==> src/rtl/carry_bit_pkg.sv <==
/*
 Constants shared by the carry, bit, compare and skip datapath: data widths,
 reset values and the operation codes decoded by the core's control unit.
 Assumes the instruction decoder outside maps each instruction onto one op code.

// What this block does
// - Set carry flag, nothing else changes
// - Clear carry flag, nothing else changes
// - Skip next instruction when carry is zero
// - Accumulator becomes its one's complement
// - Rotate accumulator right through carry flag
// - Set indexed bit of pointed memory nibble
// - Clear indexed bit of pointed memory nibble
// - Skip next when indexed memory bit zero
// - Skip next when accumulator equals memory
// - Skip next when accumulator equals immediate
*/
package carry_bit_pkg;
	localparam int NIBBLE_W = 4;
	localparam int INDEX_W  = 2;
	localparam logic [NIBBLE_W-1:0] ACC_RESET   = 4'h0;
	localparam logic                CARRY_RESET = 1'b0;
	localparam logic                WREN_RESET  = 1'h0;
	localparam logic [NIBBLE_W-1:0] WDATA_RESET = 4'h0;
	localparam int MSB_POS = NIBBLE_W - 1;
	localparam int LSB_POS = 0;

	typedef enum logic [3:0] {
		OP_NONE   = 4'h0,
		OP_SETC   = 4'h1,
		OP_CLRC   = 4'h2,
		OP_TSTC   = 4'h3,
		OP_CMPL   = 4'h4,
		OP_ROTR   = 4'h5,
		OP_BSET   = 4'h6,
		OP_BCLR   = 4'h7,
		OP_BTST   = 4'h8,
		OP_CMPM   = 4'h9,
		OP_CMPI   = 4'ha
	} op_t;
endpackage

==> src/rtl/carry_bit_skip_dp.sv <==
/*
 Execution datapath for the carry, complement, rotate, memory-bit and compare
 instructions of the 4-bit core. Holds the accumulator, the carry flag, the
 registered write port toward data memory and a small skip sequencer that
 swallows the instruction after a test that hits.
 Assumes the control unit presents one op per executed instruction with
 opValid, that data memory returns the pointed nibble combinationally in
 the same cycle and accepts memWrEn/memWrData on the next edge, and that
 the fetch side keeps presenting instructions while a skip is pending; the
 swallowed instruction still costs its normal fetch time.
*/
`timescale 1ns/100ps
module carry_bit_skip_dp
	import carry_bit_pkg::*;
(
	// Clock and reset
	input  wire logic                sys_clk,
	input  wire logic                reset,
	// Instruction from the decoder
	input  wire logic                opValid,
	input  wire op_t                 opCode,
	input  wire logic [INDEX_W-1:0]  bitIndex,
	input  wire logic [NIBBLE_W-1:0] immData,
	// Pointed memory nibble
	input  wire logic [NIBBLE_W-1:0] memRdData,
	output logic                     memWrEn,
	output logic      [NIBBLE_W-1:0] memWrData,
	// Architectural state
	output logic      [NIBBLE_W-1:0] accOut,
	output logic                     carryFlag,
	output logic                     skipPending
);
	// Registered state: accumulator, carry flag and the memory write port
	logic [NIBBLE_W-1:0] acc_q;
	logic                carry_q;
	logic                memWrEn_q;
	logic [NIBBLE_W-1:0] memWrData_q;

	// Next values, chosen by the selection wires further down
	wire logic [NIBBLE_W-1:0] acc_d;
	wire logic                carry_d;
	wire logic                memWrEn_d;
	wire logic [NIBBLE_W-1:0] memWrData_d;

	// Skip sequencing: a test that hits moves to the suppress state, and the
	// next presented instruction is swallowed on the way back
	typedef enum logic {
		ST_EXECUTE  = 1'h0,
		ST_SUPPRESS = 1'h1
	} skip_state_t;

	skip_state_t skipState_q;
	skip_state_t skipState_d;

	// Bit lane results for the pointed nibble
	wire logic [NIBBLE_W-1:0] nibbleSet;
	wire logic [NIBBLE_W-1:0] nibbleClr;
	wire logic                memBit;

	// Operations that change state, already gated by execOp
	wire logic skipActive;
	wire logic execOp;
	wire logic doSetCarry;
	wire logic doClrCarry;
	wire logic doCompl;
	wire logic doRotate;
	wire logic doBitSet;
	wire logic doMemWrite;

	// Candidate results, all built from the state before this instruction
	wire logic [NIBBLE_W-1:0] accCompl;
	wire logic [NIBBLE_W-1:0] accRotated;
	wire logic                carryRotated;
	wire logic [NIBBLE_W-1:0] bitEqMem;
	wire logic [NIBBLE_W-1:0] bitEqImm;
	wire logic                accEqMem;
	wire logic                accEqImm;
	wire logic [NIBBLE_W-1:0] memWriteValue;
	wire logic                skipCond;

	// Exact match of the presented op code against one operation
	function automatic logic opIs(input op_t code, input op_t want);
		return code == want;
	endfunction

	// Read-modify-write ops, the only ones that write data memory
	function automatic logic writesMemory(input op_t code);
		return opIs(code, OP_BSET) || opIs(code, OP_BCLR);
	endfunction

	// Skip decision of the four test ops; every other op never skips
	function automatic logic skipTaken(
		input op_t  code,
		input logic carryNow,
		input logic bitNow,
		input logic eqMem,
		input logic eqImm
	);
		case (code)
			OP_TSTC: skipTaken = !carryNow;
			OP_BTST: skipTaken = !bitNow;
			OP_CMPM: skipTaken = eqMem;
			OP_CMPI: skipTaken = eqImm;
			default: skipTaken = 1'h0;
		endcase
	endfunction

	bit_lane_unit i_bit_lane_unit (
		.nibbleIn  (memRdData),
		.bitIndex  (bitIndex),
		.nibbleSet (nibbleSet),
		.nibbleClr (nibbleClr),
		.bitValue  (memBit)
	);

	// An instruction presented while a skip is pending is consumed as a no-op
	assign skipActive = (skipState_q == ST_SUPPRESS);
	assign execOp     = opValid && !skipActive;
	assign doSetCarry = execOp && opIs(opCode, OP_SETC);
	assign doClrCarry = execOp && opIs(opCode, OP_CLRC);
	assign doCompl    = execOp && opIs(opCode, OP_CMPL);
	assign doRotate   = execOp && opIs(opCode, OP_ROTR);
	assign doBitSet   = execOp && opIs(opCode, OP_BSET);
	assign doMemWrite = execOp && writesMemory(opCode);

	assign accCompl     = ~acc_q;
	assign accRotated   = {carry_q, acc_q[MSB_POS:LSB_POS+1]};
	assign carryRotated = acc_q[LSB_POS];

	// Per-bit equality; the compares are a reduction of these lanes
	for (genvar i = 0; i < NIBBLE_W; i++) begin : g_bit_eq
		assign bitEqMem[i] = (acc_q[i] == memRdData[i]);
		assign bitEqImm[i] = (acc_q[i] == immData[i]);
	end

	assign accEqMem = &bitEqMem;
	assign accEqImm = &bitEqImm;

	// Tests read state only; the skip lands on the next presented instruction
	assign skipCond = skipTaken(opCode, carry_q, memBit, accEqMem, accEqImm);

	// Complement or rotate, otherwise the accumulator holds
	assign acc_d = doCompl ? accCompl :
		doRotate ? accRotated :
		acc_q;

	// Only set, clear and rotate write carry; complement leaves it alone
	assign carry_d = doSetCarry ? 1'h1 :
		doClrCarry ? 1'h0 :
		doRotate ? carryRotated :
		carry_q;

	// Data holds its last value between writes so a slow memory strobe still
	// sees a steady word; the enable is a one-cycle pulse
	assign memWriteValue = doBitSet ? nibbleSet : nibbleClr;
	assign memWrEn_d     = doMemWrite;
	assign memWrData_d   = doMemWrite ? memWriteValue : memWrData_q;

	always_comb begin
		skipState_d = skipState_q;
		case (skipState_q)
			ST_EXECUTE: begin
				if (opValid && skipCond) begin
					skipState_d = ST_SUPPRESS;
				end
			end
			ST_SUPPRESS: begin
				// A swallowed test cannot start a new skip, so skips never chain
				if (opValid) begin
					skipState_d = ST_EXECUTE;
				end
			end
			default: skipState_d = ST_EXECUTE;
		endcase
	end

	// One short register per state element; reset is synchronous
	always_ff @(posedge sys_clk) begin
		if (reset) begin
			acc_q <= ACC_RESET;
		end else begin
			acc_q <= acc_d;
		end
	end

	always_ff @(posedge sys_clk) begin
		if (reset) begin
			carry_q <= CARRY_RESET;
		end else begin
			carry_q <= carry_d;
		end
	end

	always_ff @(posedge sys_clk) begin
		if (reset) begin
			skipState_q <= ST_EXECUTE;
		end else begin
			skipState_q <= skipState_d;
		end
	end

	always_ff @(posedge sys_clk) begin
		if (reset) begin
			memWrEn_q <= WREN_RESET;
		end else begin
			memWrEn_q <= memWrEn_d;
		end
	end

	always_ff @(posedge sys_clk) begin
		if (reset) begin
			memWrData_q <= WDATA_RESET;
		end else begin
			memWrData_q <= memWrData_d;
		end
	end

	assign accOut      = acc_q;
	assign carryFlag   = carry_q;
	assign skipPending = skipActive;
	assign memWrEn     = memWrEn_q;
	assign memWrData   = memWrData_q;
endmodule

==> src/rtl/bit_lane_unit.sv <==
/*
 Combinational nibble helper: sets, clears or picks one bit of a memory nibble.
 Assumes the index is already valid; no storage of its own.
*/
`timescale 1ns/100ps
module bit_lane_unit
	import carry_bit_pkg::*;
(
	// Operand
	input  wire logic [NIBBLE_W-1:0] nibbleIn,
	input  wire logic [INDEX_W-1:0]  bitIndex,
	// Results
	output logic      [NIBBLE_W-1:0] nibbleSet,
	output logic      [NIBBLE_W-1:0] nibbleClr,
	output logic                     bitValue
);
	wire logic [NIBBLE_W-1:0] bitMask;

	assign bitMask   = NIBBLE_W'(1) << bitIndex;
	assign nibbleSet = nibbleIn | bitMask;
	assign nibbleClr = nibbleIn & ~bitMask;
	assign bitValue  = nibbleIn[bitIndex];
endmodule

==> config.mk <==
export PLATFORM = sky130hd
export DESIGN_NAME = carry_bit_skip_dp
export DESIGN_NICKNAME = d
export VERILOG_FILES = /design/src/rtl/carry_bit_pkg.sv /design/src/rtl/carry_bit_skip_dp.sv /design/src/rtl/bit_lane_unit.sv
export SDC_FILE = /design/constraint.sdc
export NUM_CORES = 1
export LEC_CHECK = 0
export BUFFER_PORTS_ARGS = -buffer_cell sky130_fd_sc_hd__buf_2
export CAP_MARGIN = 20
export CORE_UTILIZATION = 30
export CTS_CLUSTER_DIAMETER = 150
export DETAILED_ROUTE_END_ITERATION = 8
export GPL_ROUTABILITY_DRIVEN = 0
export HOLD_SLACK_MARGIN = 0.06
export SLEW_MARGIN = 20
export SYNTH_ARGS = -nofsm -noshare
export SYNTH_HDL_FRONTEND = slang
export SYNTH_HIERARCHICAL = 1
export SYNTH_SLANG_ARGS = --single-unit
==> constraint.sdc <==
create_clock -name sys_clk -period 2 [get_ports sys_clk]
set_input_delay 0.2 -clock sys_clk [delete_from_list [all_inputs] [get_ports sys_clk]]
set_output_delay 0.2 -clock sys_clk [all_outputs]
set_load 0.02 [all_outputs]
# Word level (Yosys, flattened, before mapping)
# Cells that the tools add are included.
# W data, S select, Z words.
classes:
  shifts: 1
  n_lt_le_gt_ge: 1
  n_eq_ne: 18
  div: 0
  add_sub_neg: 0
  multipliers: 0
  n_bitwise: 5
  n_reduce_logical: 16
  n_mux: 12
ops:
  columns: ["cell", "n"]
  rows:
  - ["$eq A4 B3 Y1 const B", 4]
  - ["$eq A4 B4 Y1 const B", 3]
  - ["$mux W4", 3]
  - ["$eq A1 B1 Y1", 8]
  - ["$eq A4 B2 Y1 const B", 2]
  - ["$logic_and A1 B1 Y1", 8]
  - ["$not A4 Y4", 2]
  - ["$reduce_and A4 Y1", 2]
  - ["$mux W1", 6]
  - ["$and A4 B4 Y4", 1]
  - ["$eq A4 B1 Y1 const B", 1]
  - ["$or A4 B4 Y4", 1]
  - ["$pmux W1 S4", 1]
  - ["$shl A1 B2 Y4 const A", 1]
  - ["$logic_not A1 Y1", 3]
  - ["$lt A2 B3 Y1 const B", 1]
  - ["$reduce_bool A3 Y1", 1]
  - ["$bmux W1 S2", 1]
  - ["$pmux W1 S2", 1]
  - ["$reduce_bool A2 Y1", 1]
  - ["$logic_or A1 B1 Y1", 1]
  - ["$not A1 Y1", 1]
word_totals:
  n_memories: 0
  ram_bits: 0
  latch_bits: 0
  inputBits: 17
  out_inout_bits: 11
  wordCells: 58
  romBits: 0
  regBits: 11

# Longest topological paths before layout
depth:
  word_depth: 7
  ltp_mapped: 5
  ltp_nobuf: 5

# By module
# The synthesis kept the hierarchy.
modules_own_cells:
  columns: ["mod", "area_per_inst_um2", "cells_each", "instances"]
  rows:
  - ["carry_bit_skip_dp", 698.2, 78, 1]
  - ["bit_lane_unit", 91.3, 11, 1]

# Worst setup path before layout
# Ideal clock, no wire load.
synth_path:
  kind: "input port to flip-flop"
  startpoint: "input port bitIndex[1]"
  endpoint: "register skipState_q (netlist: skipPending)"
  path_buffers: 0
  path_stages: 5
  path_slack_ns: 0.450
  arrival_ns: 1.461
  path_cell_list: "mux4_2 or4b_1 o31ai_1 a21oi_1 a311oi_2"
synth_between:
  elab_chain_cells: 7
synth_lines:
  columns: ["element", "line_no", "rtl"]
  rows:
  - ["start: declaration", "carry_bit_skip_dp.sv:22", "input wire logic [INDEX_W-1:0] bitIndex,"]
  - ["$bmux W1 S2", "bit_lane_unit.sv:22", "assign bitValue = nibbleIn[bitIndex];"]
  - ["$mux W1 (implied by the code)", "bit_lane_unit.sv:22", null]
  - ["$logic_not A1 Y1", "carry_bit_skip_dp.sv:101", "OP_BTST: skipTaken = !bitNow;"]
  - ["$pmux W1 S4", "carry_bit_skip_dp.sv:99", "case (code)"]
  - ["$logic_and A1 B1 Y1", "carry_bit_skip_dp.sv:163", "if (opValid && skipCond) begin"]
  - ["$mux W1", "carry_bit_skip_dp.sv:163", null]
  - ["$pmux W1 S2", "carry_bit_skip_dp.sv:161", "case (skipState_q)"]
  - ["end signal: assignment", "carry_bit_skip_dp.sv:198", "skipState_q <= skipState_d;"]
  - ["end: declaration", "carry_bit_skip_dp.sv:52", "skip_state_t skipState_q;"]
# No other way between the ends. The select of a mux whose other input is x is not followed.
# A chain may end at the register's enable or synchronous reset.

# Worst setup path in the final report
layout_path:
  startpoint: "input port bitIndex[1]"
  endpoint: "register skipState_q (netlist: skipPending)"
layout_between:
  elab_chain_cells: 7
layout_lines:
  columns: ["element", "line_no", "rtl"]
  rows:
  - ["$bmux W1 S2", "bit_lane_unit.sv:22", null]
  - ["$mux W1 (implied by the code)", "bit_lane_unit.sv:22", null]
  - ["named net memBit", "carry_bit_skip_dp.sv:58", "wire logic memBit;"]
  - ["$logic_not A1 Y1", "carry_bit_skip_dp.sv:101", null]
  - ["$pmux W1 S4", "carry_bit_skip_dp.sv:99", null]
  - ["$logic_and A1 B1 Y1", "carry_bit_skip_dp.sv:163", null]
  - ["$mux W1", "carry_bit_skip_dp.sv:163", null]
  - ["$pmux W1 S2", "carry_bit_skip_dp.sv:161", null]
# The timed path passes the listed nets, and every way through them passes these cells. The select of a mux whose other input is x is not followed.

==> results.yml <==
timing:
  hold_viol: 0
  setup_tns_ns: 0
  slew_headroom: 0.7705
  setup_viol: 0
  fin_crit_sh: 0.7524
  worst_pin_slew_ns: 0.3416
  finalClockSkew_ns: 0.002334
  slew_violations: 0
  rsz0062_at_grt: "false"
  fmax_ghz: 0.6646
  period_needed_ns: 1.505
power_and_ir_drop:
  p_per_area_mw_per_mm2: 506.2
  total_power_uw: 487.7
  leakage_nw: 0.3893
  vdd_drop_max_uv: 325.3
flow_run:
  maxCapViolCount: 0
detailed_routing:
  final_antenna_net_count: 0
  vias_per_cell: 5.021
  drc: 0
  via_count: 733
  wirelength_um: 1758
  wire_per_inst_um: 12.04
  dr.pass1.iters: 4
  drt_iter0_markers: 17
synthesis:
  ys_types: 35
  synthArstFlopShare: 0
  syn-num-nets: 106
  synth_area_leaders: "dfxtp_1 (28%), mux2i_1 (8.9%), xnor2_1 (5.5%)"
  yosysWarningCount: 6
  synth_most_common_cell: "dfxtp_1"
  synth.largest_area_cell: "dfxtp_1"
  synth_cells: 89
  synth_ff_type: "dfxtp_1"
  syn-cell-area_um2: 789.5
  synth_top_area_frac: 0.2789
  seq_area_frac_synth: 0.2789
  avgSynthCellArea_um2: 8.871
  synth_edf_count: 0
  synthTopCellsByCount: "dfxtp_1 (11), a21oi_1 (7), mux2i_1 (7), nand3_1 (6), nor2_1 (6)"
  synth_seq_cells: 11
cts:
  cts_tree: "built"
  clk_latency_ns: 0.26
  htree_levels: 1
  cts_buffers: 3
  cts.sinks: 11
  clock_path_buffers: 2
  post_cts_buffers: 0
  root_buffer: "clkbuf_4"
  cts_resized: 0
  clkTransAtPathRegs_ns: 0.07
  hold_buffers: 0
critical_path:
  critPathMaxStageDelay_ns: 0.49
  end_kind: "register"
  cpMaxStageDelayCell: "mux4_2"
  cp.arrival_ns: 1.69
  critPathMaxFanout: 7
  startpoint_type: "input pin"
  crit_chain: "buf_2 -> mux4_2 -> or4b_1 -> o31ai_1 -> a21oi_1 -> a311oi_2"
  worstSetupPathType: "input pin to register"
  cp.required_ns: 2.18
floorplan:
  die_area_mm2: 0.002841
  fp.dieW_um: 53.30
  num_rows: 18
  ioPinCount: 28
  start_util: 0.3187
  die_h_um: 53.30
  core_area_mm2: 0.002477
global_route:
  antenna_found_initial: 0
  grt_use_total: 0.1385
  grt_pass1_vias: 630
  grt_max_degree: 18
  grt_overflow_total: 0
  grt_pass1_wl_um: 2780
outcome:
  status: "finished clean"
final_layout:
  nNetsFinal: 134
  final_layout_size_suffix_gt1_frac: 0.3190
  n_antenna_cell: 0
  fillers: 264
  postLayoutCellArea_um2: 963.4
  synthToLayoutAreaGrowth_pct: 22.03
min_path:
  worstHoldPathType: "input pin to register"
placement:
  port_buffers: 27
  dpl_cell_area_um2: 937.1
  dpl.hpwl_um: 1344
cell type report:
| cell class | count | area [um^2] | area share |
|---|---|---|---|
| Clock buffer | 4 | 26.28 | 0.02727 |
| Inverter | 2 | 7.507 | 0.007792 |
| Multi-Input combinational cell | 72 | 536.8 | 0.5571 |
| Sequential cell | 11 | 220.2 | 0.2286 |
| Tap cell | 30 | 37.54 | 0.03896 |
| Timing Repair Buffer | 27 | 135.1 | 0.1403 |
flip-flops by register name, indices dropped and copies added (netlist names):
register	count
memWrEn	1
carryFlag	1
accOut	4
memWrData	4
skipPending	1
cells in the final DEF, fill, tap and decap left out, drive strengths merged, types with 2 or more instances in the layout:
cell / count
xnor2: 5
buf: 27
inv: 2
a21oi: 7
nor2: 7
and2: 2
or3: 2
dfxtp: 11
a211oi: 4
mux2i: 7
nand2b: 5
nand2: 3
nor3: 3
xor2: 4
nand3: 6
clkbuf: 4
power breakdown:
| part | internal (mW) | leakage [nW] | switching [mW] | total (mW) |
|---|---|---|---|---|
| Sequential | 0.225 | 0.0891 | 0.00582 | 0.230 |
| Combinational | 0.0497 | 0.285 | 0.0586 | 0.108 |
| Clock | 0.0771 | 0.0150 | 0.0719 | 0.149 |
logic make-up (layout without fill, tap and decap cells):
kind of cell / after synthesis / in the layout / share of synthesized area
buf+inv: 6 / 33 / 0.04120
compound gates: 19 / 19 / 0.1696
mux: 8 / 8 / 0.1173
flops: 11 / 11 / 0.2789
xor+xnor: 9 / 9 / 0.09983
simple gates: 36 / 36 / 0.2932
per-stage QoR:
| step | cells | setup WS (ns) | util | hold WS (ns) |
|---|---|---|---|---|
| 3_3_place_gp | 142 | 0.2513 | 0.3783 | 0.4900 |
| 6_report | 146 | 0.4952 | 0.3889 | 0.2300 |
| 3_5_place_dp | 142 | 0.2287 | 0.3783 | 0.4937 |
| 5_1_grt | 146 | 0.4319 | 0.3889 | 0.2273 |
| 2_1_floorplan | 89 | 0.4504 | - | 0.3583 |
| 4_1_cts | 146 | 0.4988 | 0.3889 | 0.2197 |
path summary, 6_finish.rpt:
check                              end  slack, ns  depth (start not counted)                      start
max             skipPending$_SDFF_PP0_       0.50                          6                bitIndex[1]
min             carryFlag$_SDFFE_PP0P_       0.23                          2                  opCode[1]
max reg2reg     accOut[1]$_SDFFE_PP0P_       0.69                          4     skipPending$_SDFF_PP0_
min reg2reg  memWrData[2]$_SDFFE_PP0P_       0.50                          2  memWrData[2]$_SDFFE_PP0P_
layer usage:
metal | global-route usage | part of all wire
met3 | 0.05460 | 0.061
met2 | 0.2292 | 0.50
met4 | 0.03947 | 0.011
met5 | 0 | 0
met1 | 0.1624 | 0.43
worst max-delay path: cells and delay by family:
family          cells  cell delay (ns)
mux                 1             0.49
simple gates        1             0.47
compound gates      3             0.38
buf+inv             1             0.14
No activity file was read; power rests on OpenSTA's default activity.
